`src/rtl/srpd_pkg.sv`:
```
package srpd_pkg;

  // --------------------------------------------------------------
  // Timing
  // --------------------------------------------------------------
  localparam int CLK_HZ   = 100_000_000;
  localparam int TICK_US  = 1;
  localparam int TICK_CYC = CLK_HZ / 1_000_000 * TICK_US;
  localparam logic [6:0] TICK_MAX = 7'(TICK_CYC - 1);

  // --------------------------------------------------------------
  // Register byte offsets
  // --------------------------------------------------------------
  localparam logic [5:0] REG_TASK    = 6'h00;
  localparam logic [5:0] REG_LBA_CUR = 6'h04;
  localparam logic [5:0] REG_LBA_PRV = 6'h08;
  localparam logic [5:0] REG_CMD     = 6'h0C;
  localparam logic [5:0] REG_UNIT    = 6'h10;
  localparam logic [5:0] REG_MIN     = 6'h14;
  localparam logic [5:0] REG_SDEF    = 6'h18;
  localparam logic [5:0] REG_STAT    = 6'h1C;
  localparam logic [5:0] REG_XFER    = 6'h20;
  localparam logic [5:0] REG_LIMIT   = 6'h24;
  localparam logic [5:0] REG_ELBA_LO = 6'h28;
  localparam logic [5:0] REG_ELBA_HI = 6'h2C;
  localparam logic [5:0] REG_IRQ_ST  = 6'h30;
  localparam logic [5:0] REG_IRQ_MSK = 6'h34;

  // --------------------------------------------------------------
  // Field positions
  // --------------------------------------------------------------
  localparam int TASK_FEAT_LSB = 0;
  localparam int TASK_SCC_LSB  = 8;
  localparam int TASK_SCP_LSB  = 16;
  localparam int TASK_RC_BIT   = 24;
  localparam int TASK_SID_LSB  = 25;
  localparam int SDEF_SID_LSB  = 16;
  localparam int STAT_ERR_BIT  = 0;
  localparam int STAT_SE_BIT   = 5;
  localparam int STAT_BSY_BIT  = 7;
  localparam int ERR_TIME_LIMIT_EXPIRED_FLAG_BIT  = 8;
  localparam int STAT_LIM_BIT  = 16;
  localparam int IRQ_DONE_BIT  = 0;
  localparam int IRQ_EXP_BIT   = 1;
  localparam int IRQ_SERR_BIT  = 2;

  // --------------------------------------------------------------
  // Sizes and reset values
  // --------------------------------------------------------------
  localparam int SID_W   = 3;
  localparam int DEF_W   = 16;
  localparam int STREAMS = 8;
  localparam logic [31:0] UNIT_RST = 32'h0000_0001;
  localparam logic [31:0] MIN_RST  = 32'h0000_0064;
  localparam logic [16:0] XFER_MAX = 17'h1_0000;
  localparam logic [1:0]  RESP_OKAY   = 2'h0;
  localparam logic [1:0]  RESP_SLVERR = 2'h2;

  typedef enum logic [1:0] {
    SRPD_IDLE   = 2'b00,
    SRPD_LOOKUP = 2'b01,
    SRPD_RUN    = 2'b11
  } srpd_state_t;

  function automatic logic [47:0] srpd_scale(input logic [15:0] v,
                                             input logic [31:0] u);
    srpd_scale = 48'(v) * 48'(u);
  endfunction : srpd_scale

endpackage : srpd_pkg

```
`src/rtl/srpd_mem_if.sv`:
```
`timescale 1ns/1ps
`default_nettype none
interface srpd_mem_if;
  import srpd_pkg::*;
  logic             we;
  logic [SID_W-1:0] waddr;
  logic [DEF_W-1:0] wdata;
  logic [SID_W-1:0] raddr;
  logic [DEF_W-1:0] rdata;
  logic             rvalid;
  modport ctrl (output we, waddr, wdata, raddr, input rdata, rvalid);
  modport mem  (input we, waddr, wdata, raddr, output rdata, rvalid);
endinterface : srpd_mem_if
`default_nettype wire

```
`src/rtl/srpd_top.sv`:
```
`timescale 1ns/1ps
`default_nettype none
module srpd_top
  import srpd_pkg::*;
(
  input  wire logic        sys_clk,       // 100 MHz clock
  input  wire logic        resetn,        // Sync reset, active low
  input  wire logic [5:0]  s_axi_awaddr,  // Write address
  input  wire logic        s_axi_awvalid, // Write address valid
  output logic             s_axi_awready, // Write address ready
  input  wire logic [31:0] s_axi_wdata,   // Write data
  input  wire logic [3:0]  s_axi_wstrb,   // Write strobes
  input  wire logic        s_axi_wvalid,  // Write data valid
  output logic             s_axi_wready,  // Write data ready
  output logic [1:0]       s_axi_bresp,   // Write response
  output logic             s_axi_bvalid,  // Write response valid
  input  wire logic        s_axi_bready,  // Write response ready
  input  wire logic [5:0]  s_axi_araddr,  // Read address
  input  wire logic        s_axi_arvalid, // Read address valid
  output logic             s_axi_arready, // Read address ready
  output logic [31:0]      s_axi_rdata,   // Read data
  output logic [1:0]       s_axi_rresp,   // Read response
  output logic             s_axi_rvalid,  // Read data valid
  input  wire logic        s_axi_rready,  // Read data ready
  input  wire logic        cmd_complete,  // Command finished pulse
  input  wire logic        media_error,   // Sector error pulse
  input  wire logic [47:0] error_lba,     // LBA of failing sector
  input  wire logic [15:0] error_count,   // Possibly bad sectors
  output logic [16:0]      xfer_sectors,  // Sectors to transfer
  output logic [47:0]      start_lba,     // First LBA
  output logic             cmd_active,    // Command under way
  output logic             cmd_abort,     // Stop pulse on expiry
  output logic             irq            // Interrupt level
);
  // --------------------------------------------------------------
  // Register state
  // --------------------------------------------------------------
  logic [31:0] task_reg;
  logic [23:0] lba_cur;
  logic [23:0] lba_prv;
  logic [31:0] unit_reg;
  logic [31:0] min_reg;
  logic [2:0]  irq_st;
  logic [2:0]  irq_msk;

  logic        aw_got;
  logic        w_got;
  logic [5:0]  aw_addr;
  logic [31:0] w_data;
  logic [3:0]  w_strb;
  logic        wr_go;
  logic        wr_hit;
  logic        rd_hit;

  srpd_state_t state;
  logic        read_continuous;
  logic [47:0] limit_us;
  logic        limit_on;
  logic [6:0]  tick_cnt;
  logic [47:0] us_cnt;
  logic        expired;
  logic        stream_error_flag;
  logic        time_limit_expired_flag;
  logic        err_flag;
  logic [47:0] err_lba;
  logic [15:0] err_cnt;
  logic        cmd_go;
  logic [2:0]  irq_set;
  logic [47:0] req_us;
  logic        req_on;

  srpd_mem_if mif ();

  function automatic logic [31:0] merge(input logic [31:0] old,
                                        input logic [31:0] nw,
                                        input logic [3:0]  be);
    for (int i = 0; i < 4; i++) begin
      merge[i*8 +: 8] = be[i] ? nw[i*8 +: 8] : old[i*8 +: 8];
    end
  endfunction : merge

  function automatic logic mapped(input logic [5:0] a);
    mapped = (a[5:2] <= REG_IRQ_MSK[5:2]);
  endfunction : mapped

  // --------------------------------------------------------------
  // AXI4-Lite write channel
  // --------------------------------------------------------------
  assign s_axi_awready = !aw_got && !s_axi_bvalid;
  assign s_axi_wready  = !w_got && !s_axi_bvalid;
  assign wr_go         = aw_got && w_got && !s_axi_bvalid;
  assign wr_hit        = wr_go && mapped(aw_addr);

  always_ff @(posedge sys_clk) begin
    if (!resetn) begin
      aw_got  <= 1'b0;
      aw_addr <= '0;
    end else if (s_axi_awvalid && s_axi_awready) begin
      aw_got  <= 1'b1;
      aw_addr <= s_axi_awaddr;
    end else if (wr_go) begin
      aw_got  <= 1'b0;
    end
  end

  always_ff @(posedge sys_clk) begin
    if (!resetn) begin
      w_got  <= 1'b0;
      w_data <= '0;
      w_strb <= '0;
    end else if (s_axi_wvalid && s_axi_wready) begin
      w_got  <= 1'b1;
      w_data <= s_axi_wdata;
      w_strb <= s_axi_wstrb;
    end else if (wr_go) begin
      w_got  <= 1'b0;
    end
  end

  always_ff @(posedge sys_clk) begin
    if (!resetn) begin
      s_axi_bvalid <= 1'b0;
      s_axi_bresp  <= RESP_OKAY;
    end else if (wr_go) begin
      s_axi_bvalid <= 1'b1;
      s_axi_bresp  <= wr_hit ? RESP_OKAY : RESP_SLVERR;
    end else if (s_axi_bready) begin
      s_axi_bvalid <= 1'b0;
    end
  end

  // --------------------------------------------------------------
  // Software-written registers
  // --------------------------------------------------------------
  always_ff @(posedge sys_clk) begin
    if (!resetn) begin
      task_reg <= '0;
      lba_cur  <= '0;
      lba_prv  <= '0;
      unit_reg <= UNIT_RST;
      min_reg  <= MIN_RST;
      irq_msk  <= '0;
    end else if (wr_hit) begin
      case (aw_addr[5:2])
        REG_TASK[5:2]:    task_reg <= merge(task_reg, w_data, w_strb);
        REG_LBA_CUR[5:2]: lba_cur  <= 24'(merge(32'(lba_cur), w_data,
                                                w_strb));
        REG_LBA_PRV[5:2]: lba_prv  <= 24'(merge(32'(lba_prv), w_data,
                                                w_strb));
        REG_UNIT[5:2]:    unit_reg <= merge(unit_reg, w_data, w_strb);
        REG_MIN[5:2]:     min_reg  <= merge(min_reg, w_data, w_strb);
        REG_IRQ_MSK[5:2]: irq_msk  <= w_data[2:0];
        default:          ;
      endcase
    end
  end

  // Writing the command register starts the command; ignored when busy
  assign cmd_go = wr_hit && (aw_addr == REG_CMD) && (state == SRPD_IDLE);

  // A stream-configuration write stores that stream's default limit
  assign mif.we    = wr_hit && (aw_addr == REG_SDEF);
  assign mif.waddr = w_data[SDEF_SID_LSB +: SID_W];
  assign mif.wdata = w_data[DEF_W-1:0];
  assign mif.raddr = task_reg[TASK_SID_LSB +: SID_W];

  srpd_stream_mem u_mem (
    .sys_clk (sys_clk),
    .resetn  (resetn),
    .mp      (mif.mem)
  );

  // --------------------------------------------------------------
  // Parameter decode, latched when the command is written
  // --------------------------------------------------------------
  always_ff @(posedge sys_clk) begin
    if (!resetn) begin
      xfer_sectors    <= '0;
      start_lba       <= '0;
      read_continuous <= 1'b0;
    end else if (cmd_go) begin
      if (task_reg[TASK_SCP_LSB +: 8] == 8'h00 &&
          task_reg[TASK_SCC_LSB +: 8] == 8'h00) begin
        xfer_sectors <= XFER_MAX;
      end else begin
        xfer_sectors <= {1'b0, task_reg[TASK_SCP_LSB +: 8],
                         task_reg[TASK_SCC_LSB +: 8]};
      end
      start_lba       <= {lba_prv, lba_cur};
      read_continuous <= task_reg[TASK_RC_BIT];
    end
  end

  // --------------------------------------------------------------
  // Limit selection, done in the cycle after the command write
  // --------------------------------------------------------------
  always_comb begin
    req_on = 1'b1;
    req_us = srpd_scale(16'(task_reg[TASK_FEAT_LSB +: 8]),
                        unit_reg);
    if (task_reg[TASK_FEAT_LSB +: 8] == 8'h00) begin
      req_us = srpd_scale(mif.rdata, unit_reg);
      req_on = mif.rvalid && (mif.rdata != '0);
    end
    if (req_us < 48'(min_reg)) begin
      req_us = 48'(min_reg);
    end
  end

  always_ff @(posedge sys_clk) begin
    if (!resetn) begin
      limit_us <= '0;
      limit_on <= 1'b0;
    end else if (state == SRPD_LOOKUP) begin
      limit_us <= req_us;
      limit_on <= req_on;
    end
  end

  // --------------------------------------------------------------
  // Command sequencing
  // --------------------------------------------------------------
  // The microsecond count already runs during the lookup cycle, so the
  // limit is measured from the command write itself
  assign expired = (state == SRPD_RUN) && limit_on &&
                   (us_cnt >= limit_us);

  always_ff @(posedge sys_clk) begin
    if (!resetn) begin
      state <= SRPD_IDLE;
    end else begin
      case (state)
        SRPD_IDLE:   if (cmd_go) state <= SRPD_LOOKUP;
        SRPD_LOOKUP: state <= SRPD_RUN;
        SRPD_RUN:    if (cmd_complete || expired) state <= SRPD_IDLE;
        default:     state <= SRPD_IDLE;
      endcase
    end
  end

  assign cmd_active = (state != SRPD_IDLE);

  always_ff @(posedge sys_clk) begin
    if (!resetn) begin
      tick_cnt <= '0;
      us_cnt   <= '0;
    end else if (cmd_go) begin
      tick_cnt <= '0;
      us_cnt   <= '0;
    end else if (cmd_active) begin
      if (tick_cnt == TICK_MAX) begin
        tick_cnt <= '0;
        us_cnt   <= us_cnt + 48'h1;
      end else begin
        tick_cnt <= tick_cnt + 7'h1;
      end
    end
  end

  // Expiry wins over a completion in the same cycle
  always_ff @(posedge sys_clk) begin
    if (!resetn) begin
      cmd_abort <= 1'b0;
    end else begin
      cmd_abort <= expired;
    end
  end

  // --------------------------------------------------------------
  // Ending status and error log
  // --------------------------------------------------------------
  always_ff @(posedge sys_clk) begin
    if (!resetn) begin
      time_limit_expired_flag <= 1'b0;
    end else if (cmd_go) begin
      time_limit_expired_flag <= 1'b0;
    end else if (expired) begin
      time_limit_expired_flag <= 1'b1;
    end
  end

  always_ff @(posedge sys_clk) begin
    if (!resetn) begin
      stream_error_flag <= 1'b0;
      err_flag          <= 1'b0;
    end else if (cmd_go) begin
      stream_error_flag <= 1'b0;
      err_flag          <= 1'b0;
    end else if (state == SRPD_RUN && (expired || media_error)) begin
      if (read_continuous) begin
        stream_error_flag <= 1'b1;
        err_flag          <= 1'b0;
      end else begin
        err_flag          <= 1'b1;
      end
    end
  end

  // In read-continuous mode only the first failing sector is kept; later errors add to the count
  always_ff @(posedge sys_clk) begin
    if (!resetn) begin
      err_lba <= '0;
      err_cnt <= '0;
    end else if (cmd_go) begin
      err_lba <= '0;
      err_cnt <= '0;
    end else if (state == SRPD_RUN && media_error && read_continuous) begin
      if (!stream_error_flag) begin
        err_lba <= error_lba;
        err_cnt <= error_count;
      end else begin
        err_cnt <= err_cnt + error_count;
      end
    end
  end

  // --------------------------------------------------------------
  // Interrupts
  // --------------------------------------------------------------
  always_comb begin
    irq_set               = '0;
    irq_set[IRQ_DONE_BIT] = (state == SRPD_RUN) && (cmd_complete || expired);
    irq_set[IRQ_EXP_BIT]  = expired;
    irq_set[IRQ_SERR_BIT] = (state == SRPD_RUN) && read_continuous &&
                            (expired || media_error);
  end

  // A new event wins over a write-one-to-clear in the same cycle
  always_ff @(posedge sys_clk) begin
    if (!resetn) begin
      irq_st <= '0;
    end else if (wr_hit && aw_addr == REG_IRQ_ST && w_strb[0]) begin
      irq_st <= (irq_st & ~w_data[2:0]) | irq_set;
    end else begin
      irq_st <= irq_st | irq_set;
    end
  end

  assign irq = |(irq_st & irq_msk);

  // --------------------------------------------------------------
  // AXI4-Lite read channel
  // --------------------------------------------------------------
  assign s_axi_arready = !s_axi_rvalid;
  assign rd_hit        = mapped(s_axi_araddr);

  always_ff @(posedge sys_clk) begin
    if (!resetn) begin
      s_axi_rvalid <= 1'b0;
      s_axi_rresp  <= RESP_OKAY;
      s_axi_rdata  <= '0;
    end else if (s_axi_arvalid && s_axi_arready) begin
      s_axi_rvalid <= 1'b1;
      s_axi_rresp  <= rd_hit ? RESP_OKAY : RESP_SLVERR;
      s_axi_rdata  <= '0;
      case (s_axi_araddr[5:2])
        REG_TASK[5:2]:    s_axi_rdata <= task_reg;
        REG_LBA_CUR[5:2]: s_axi_rdata <= 32'(lba_cur);
        REG_LBA_PRV[5:2]: s_axi_rdata <= 32'(lba_prv);
        REG_UNIT[5:2]:    s_axi_rdata <= unit_reg;
        REG_MIN[5:2]:     s_axi_rdata <= min_reg;
        REG_STAT[5:2]: begin
          s_axi_rdata[STAT_ERR_BIT]  <= err_flag;
          s_axi_rdata[STAT_SE_BIT]   <= stream_error_flag;
          s_axi_rdata[STAT_BSY_BIT]  <= cmd_active;
          s_axi_rdata[ERR_TIME_LIMIT_EXPIRED_FLAG_BIT]  <= time_limit_expired_flag;
          s_axi_rdata[STAT_LIM_BIT]  <= limit_on;
        end
        REG_XFER[5:2]:    s_axi_rdata <= 32'(xfer_sectors);
        REG_LIMIT[5:2]:   s_axi_rdata <= limit_us[31:0];
        REG_ELBA_LO[5:2]: s_axi_rdata <= err_lba[31:0];
        REG_ELBA_HI[5:2]: s_axi_rdata <= {err_cnt, err_lba[47:32]};
        REG_IRQ_ST[5:2]:  s_axi_rdata <= 32'(irq_st);
        REG_IRQ_MSK[5:2]: s_axi_rdata <= 32'(irq_msk);
        default:          s_axi_rdata <= '0;
      endcase
    end else if (s_axi_rready) begin
      s_axi_rvalid <= 1'b0;
    end
  end

endmodule : srpd_top
`default_nettype wire

```
`src/rtl/srpd_stream_mem.sv`:
```
`timescale 1ns/1ps
`default_nettype none
module srpd_stream_mem
  import srpd_pkg::*;
(
  input wire logic   sys_clk, // Clock
  input wire logic   resetn,  // Sync reset, active low
  srpd_mem_if.mem    mp       // Default-limit port
);
  logic [DEF_W-1:0]   store [STREAMS];
  logic [STREAMS-1:0] seen;

  // Seen bits mark streams that have been configured since reset
  always_ff @(posedge sys_clk) begin
    if (!resetn) begin
      seen <= '0;
    end else if (mp.we) begin
      seen[mp.waddr] <= 1'b1;
    end
  end

  always_ff @(posedge sys_clk) begin
    if (mp.we) begin
      store[mp.waddr] <= mp.wdata;
    end
  end

  always_ff @(posedge sys_clk) begin
    if (!resetn) begin
      mp.rdata  <= '0;
      mp.rvalid <= 1'b0;
    end else begin
      mp.rdata  <= store[mp.raddr];
      mp.rvalid <= seen[mp.raddr];
    end
  end
endmodule : srpd_stream_mem
`default_nettype wire

```
`config.mk`:
```
export PLATFORM = sky130hd
export DESIGN_NAME = srpd_top
export DESIGN_NICKNAME = d
export VERILOG_FILES = /design/src/rtl/srpd_pkg.sv /design/src/rtl/srpd_mem_if.sv /design/src/rtl/srpd_top.sv /design/src/rtl/srpd_stream_mem.sv
export SDC_FILE = /design/constraint.sdc
export NUM_CORES = 2
export LEC_CHECK = 0
export BUFFER_PORTS_ARGS = -buffer_cell sky130_fd_sc_hd__buf_2
export CAP_MARGIN = 25
export CELL_PAD_IN_SITES_DETAIL_PLACEMENT = 2
export CELL_PAD_IN_SITES_GLOBAL_PLACEMENT = 2
export CORE_MARGIN = 2
export CORE_UTILIZATION = 41
export CTS_BUF_LIST = sky130_fd_sc_hd__clkbuf_4
export DETAILED_ROUTE_END_ITERATION = 6
export GPL_ROUTABILITY_DRIVEN = 0
export PLACE_DENSITY_LB_ADDON = 0.1
export SYNTH_ARGS = -nofsm -noshare
export SYNTH_HDL_FRONTEND = slang
export SYNTH_SLANG_ARGS = --single-unit
```
`constraint.sdc`:
```
create_clock -name sys_clk -period 8.51 [get_ports sys_clk]
set_input_delay 0.4255 -clock sys_clk [delete_from_list [all_inputs] [get_ports sys_clk]]
set_output_delay 0.4255 -clock sys_clk [all_outputs]
set_load 0.01 [all_outputs]
```
==> impl_metrics.env, run 1 <==
export IMPL_initial_core_util_pct=41.3
export IMPL_ctsRootBufferMaster="clkbuf_4"
export IMPL_synth_ff_type="dfxtp_1"
export IMPL_yosys_area_share_adder_pct=29.8
export IMPL_grt_antenna_before_repair=106
export IMPL_clockBufferDepth=3
export IMPL_fp_dieH_um=360
export IMPL_synth_simple_area_share_pct=18.0
export IMPL_die_w_um=360
export IMPL_synth_area_per_cell_um2=8.90
export IMPL_htree_levels=4
export IMPL_synth_xor_area_share_pct=1.93
export IMPL_port_buffers=225
export IMPL_yosysUniqueCellTypes=87
export IMPL_crit_endpoint="limit_us[4]$_SDFFE_PN0P_/D"
export IMPL_ys_seq_elements=623
export IMPL_syn_area_mm2=0.0518
export IMPL_seq_area_frac_synth_pct=26.5
export IMPL_std_cell_rows=130
export IMPL_error_line="[ERROR GRT-0183] Net task_reg\\[26\\]: the 3D maze router ran out of legal paths (heap underflow) - the net is boxed in by local congestion or blockages."
export IMPL_clkSinkCount=623
export IMPL_ys_warn_count=0
export IMPL_grt_max_degree=194
export IMPL_synth_top_family_by_area="adder cells"
export IMPL_worstEndpointType="sequential cell input"
export IMPL_status="aborted with a tool error"
export IMPL_synth_area_mux_share_pct=4.96
export IMPL_stop_stage="global routing"
export IMPL_numCtsBuffers=177
export IMPL_synth_compound_area_share_pct=10.9
export IMPL_synth_edf_count=128
export IMPL_dp_hpwl_um=172000
export IMPL_ios=230
export IMPL_syn_inst=5824
export IMPL_async_flop_share_pct=0
-- per-stage QoR --
step                util [%]  std cells  setup WS, ns  instance area [um2]
global placement        45.1       7671        -0.337                56700
floorplan                  -       5825         0.661                51800
CTS                     49.5       8299      0.000612                62200
detailed placement      45.1       7671        -0.477                56700
-- kinds of logic after synthesis --
family | after synthesis
AO/OA/AOI/OAI | 863
XOR/XNOR | 114
adder cells (fa/ha/maj) | 875
buffers and inverters | 1076
flip-flops | 623
multiplexers | 214
other | 1
AND/OR/NAND/NOR | 2058
-- cell usage after synthesis, drive strengths merged (31+ instances only) --
cell type,number,area (um2)
a22oi,82,616
nand3,167,836
clkbuf,330,1240
fa,599,12000
a211oi,33,263
ha,276,3450
inv,721,2710
and2,295,1850
edfxtp,128,3840
xnor2,59,517
a21o,63,473
nor3,44,235
a21oi,348,1740
nor2,413,1550
xor2,55,482
mux4,34,766
nand4,47,309
mux2i,176,1760
o21ai,110,566
o211ai,41,453
nand2,947,3550
dfxtp,495,9910
a31oi,31,194
-- repair_timing --
action,in CTS
pin swaps,10
hold buffers,298
setup endpoints to repair,32
gates resized for setup,31
buffers inserted,4
hold endpoints to repair,205
==> run 2, diff against run 1 <==
--- a/config.mk
+++ b/config.mk
@@ -7,14 +7,11 @@
 export LEC_CHECK = 0
 export BUFFER_PORTS_ARGS = -buffer_cell sky130_fd_sc_hd__buf_2
 export CAP_MARGIN = 25
-export CELL_PAD_IN_SITES_DETAIL_PLACEMENT = 2
-export CELL_PAD_IN_SITES_GLOBAL_PLACEMENT = 2
 export CORE_MARGIN = 2
-export CORE_UTILIZATION = 41
-export CTS_BUF_LIST = sky130_fd_sc_hd__clkbuf_4
+export CORE_UTILIZATION = 40
 export DETAILED_ROUTE_END_ITERATION = 6
 export GPL_ROUTABILITY_DRIVEN = 0
-export PLACE_DENSITY_LB_ADDON = 0.1
+export PLACE_DENSITY_LB_ADDON = 0.15
 export SYNTH_ARGS = -nofsm -noshare
 export SYNTH_HDL_FRONTEND = slang
 export SYNTH_SLANG_ARGS = --single-unit
==> run 2 against run 1 <==
  * The flow now finishes, with violations (design-rule violations)
  * Synthesized area did not move
  * Synthesized cell count did not move
==> impl_metrics.env, run 2 <==
export IMPL_grt_pass1_wl_um=273000
export IMPL_synth_ff_type="dfxtp_1"
export IMPL_final_cell_mix="nand2_1, inv_1, fa_1"
export IMPL_seqPwrFrac_pct=44.1
export IMPL_fillerInstances=12603
export IMPL_grt_max_degree=103
export IMPL_hp_start="error_lba[45]"
export IMPL_cp_slowest_cell="fa_1"
export IMPL_clkSinkCount=623
export IMPL_relSlewSlack_pct=23.7
export IMPL_drt_initial_drc_count=3426
export IMPL_clk_pin_slew_ns=0.06
export IMPL_drcViolationCount=2
export IMPL_period_minus_slack_ns=8.24
export IMPL_reg2regPathDepth=35
export IMPL_sw_frac_of_total_pct=24.1
export IMPL_die_w_um=364
export IMPL_p_total_uw=6970
export IMPL_critical_path_most_common_cell="fa_1"
export IMPL_drive_gt1_share_pct=14.1
export IMPL_p_int_uw=5280
export IMPL_r2r_setup_slack_ns=0.27
export IMPL_timing_fmax_ghz=0.121
export IMPL_clockBufferDepth=3
export IMPL_maxCapViolations=0
export IMPL_endpoint_kind="register"
export IMPL_synthTopCellsByCount="nand2_1, inv_1, fa_1"
export IMPL_violations="design-rule violations"
export IMPL_ys_seq_elements=623
export IMPL_status="complete, but fails checks"
export IMPL_hold_viol=0
export IMPL_final_common_cell="nand2_1"
export IMPL_numCtsBuffers=73
export IMPL_die_area_mm2=0.133
export IMPL_syn_area_mm2=0.0518
export IMPL_critPathLaunchType="register"
export IMPL_port_buffers=225
export IMPL_reg2reg_to="limit_us[27]$_SDFFE_PN0P_"
export IMPL_clk_latency_ns=0.68
export IMPL_hold_depth=3
export IMPL_powerDensity_mw_per_mm2=115
export IMPL_dp_hpwl_um=140000
export IMPL_comb_power_share_pct=5.9
export IMPL_final_cells=7992
export IMPL_ys_warn_count=0
export IMPL_viasPerCell=5.35
export IMPL_p_clk_share_pct=50.0
export IMPL_synth_most_common_cell="nand2_1"
export IMPL_cts_tree="built"
export IMPL_htree_levels=3
export IMPL_antenna_cells=0
export IMPL_core_area_mm2=0.129
export IMPL_finalSetupTns_ns=0
export IMPL_track_usage_pct=27.3
export IMPL_required_ns=9.07
export IMPL_grt_busiest_layer="met2"
export IMPL_synth_edf_count=128
export IMPL_initial_core_util_pct=40.2
export IMPL_seq_area_frac_synth_pct=26.5
export IMPL_finalSetupViolCount=0
export IMPL_holdCritPathClass="primary input to register"
export IMPL_skew_ns=0.0315
export IMPL_max_vdd_ir_drop_mv=0.159
export IMPL_antenna_left=0
export IMPL_synth_top_area_share_pct=23.1
export IMPL_maxSlewViolCount=0
export IMPL_fp_dieH_um=364
export IMPL_largest_register_ffs=128
export IMPL_r2r_start="u_mem.mp.rdata[13]$_SDFF_PN0_"
export IMPL_async_flop_share_pct=0
export IMPL_period_share_pct=96.9
export IMPL_tightest_slew_ns=1.14
export IMPL_synth_area_leader_cell="fa_1"
export IMPL_synth_area_leaders="fa_1, dfxtp_1, edfxtp_1, nand2_1, ha_1"
export IMPL_switchingPower_uw=1680
export IMPL_grt_remaining_overflow=0
export IMPL_registers_top_by_ff_count="u_mem.store"
export IMPL_worst_hold_path_endpoint="err_lba[45]$_SDFFE_PP0P_"
export IMPL_grtUsageMet2_pct=42.2
export IMPL_std_cell_rows=132
export IMPL_dr_pass1_iters=7
export IMPL_gr_usage_met3_pct=4.43
export IMPL_wirelength_um=181000
export IMPL_nets=7189
export IMPL_p_leak_uw=0.0266
export IMPL_yosysUniqueCellTypes=87
export IMPL_syn_inst=5824
export IMPL_crit_type="register to register"
export IMPL_area_growth_pct=17.1
export IMPL_max_stage_delay_ns=0.57
export IMPL_synth_area_per_cell_um2=8.90
export IMPL_crit_arrival_ns=8.80
export IMPL_fin_util_pct=47.1
export IMPL_gr_usage_met1_pct=37.0
export IMPL_ios=230
export IMPL_dp_cells=7773
export IMPL_critPathMaxFanout=13
export IMPL_wire_per_inst_um=22.6
export IMPL_num_vias=42743
export IMPL_first_global_vias=43148
export IMPL_ctsRootBufferMaster="clkbuf_16"
export IMPL_grt_antenna_before_repair=4
[run 2: worst max-delay path by stage]
stage                                              from                   endpoint  slack (ns)  cells after the start
after global routing      u_mem.mp.rdata[13]$_SDFF_PN0_   limit_us[3]$_SDFFE_PN0P_       -0.02                     34
after CTS                 u_mem.mp.rdata[13]$_SDFF_PN0_   limit_us[5]$_SDFFE_PN0P_        0.08                     34
after detailed placement   u_mem.mp.rdata[1]$_SDFF_PN0_   limit_us[5]$_SDFFE_PN0P_        0.01                     35
final                     u_mem.mp.rdata[13]$_SDFF_PN0_  limit_us[27]$_SDFFE_PN0P_        0.27                     35
after global placement         unit_reg[8]$_SDFFE_PN0P_   limit_us[5]$_SDFFE_PN0P_       -0.05                     32
after floorplan                unit_reg[7]$_SDFFE_PN0P_   limit_us[5]$_SDFFE_PN0P_        0.66                     35
[run 2: metrics by stage]
| stage | cell area (um2) | hold WS (ns) | worst slack, ns |
|---|---|---|---|
| 4_1_cts | 60100 | 0.000885 | 0.0802 |
| 6_report | 60700 | 0.0309 | 0.268 |
| 3_5_place_dp | 56800 | 0.444 | 0.0145 |
| 3_3_place_gp | 56800 | 0.441 | -0.0536 |
| 2_1_floorplan | 51800 | 0.433 | 0.661 |
| 5_1_grt | 60700 | 0.0319 | -0.0219 |
[run 2: what timing repair did]
action                                  4_1_cts  5_1_grt
endpoints found under the hold margin        71        0
pin swaps                                     0       35
resized for setup                             6       84
buffers inserted                              0       10
cloned                                        0        3
endpoints found under the setup margin       14       32
hold buffers                                 71        0
[run 2: power groups by stage]
stage,Sequential (uW),Clock (uW),Combinational [uW]
4_1_cts,3070,3540,369
2_1_floorplan,3120,0,180
3_5_place_dp,3140,0,342
5_1_grt,3070,3650,431
6_report,3070,3490,408
3_3_place_gp,3140,0,340
[run 2: critical path, delay by kind of cell, from the launching register on]
kind / cells / cell delay, ns
and+or+nand+nor: 10 / 1.82
DFF: 1 / 0.32
xor gates and xnor gates: 1 / 0.17
adders and majority gates: 8 / 3.46
buffers and inverters: 7 / 0.92
AOI/OAI and AO/OA: 9 / 1.42
[run 2: logic make-up after synthesis]
| logic type | synth area share, % |
|---|---|
| multiplexers | 4.96 |
| buffers and inverters | 7.87 |
| adder cells (fa/ha/maj) | 29.8 |
| XOR/XNOR | 1.93 |
| other | 0.00723 |
| flip-flops | 26.5 |
| AND/OR/NAND/NOR | 18.0 |
| AO/OA/AOI/OAI | 10.9 |
[run 2: final cells by class]
class	count	area (um2)	share of cell area, %
clock buffer	103	2180	3.60
clock inverter	29	464	0.765
inverter	722	2720	4.48
multi-input combinational	4126	34400	56.7
sequential	623	13800	22.7
tap	1742	2180	3.59
timing repair buffer	647	4960	8.17
[run 2: routing by layer]
layer  wire [um]  part of all wire [%]  up-vias
li1            -                     -    19709
met1       77800                    43    21162
met2       79100                    44     1539
met3       12800                   7.1      331
met4       10800                   6.0        2
met5          13                0.0072        -
Note: power is estimated with default switching activity, not from simulation.
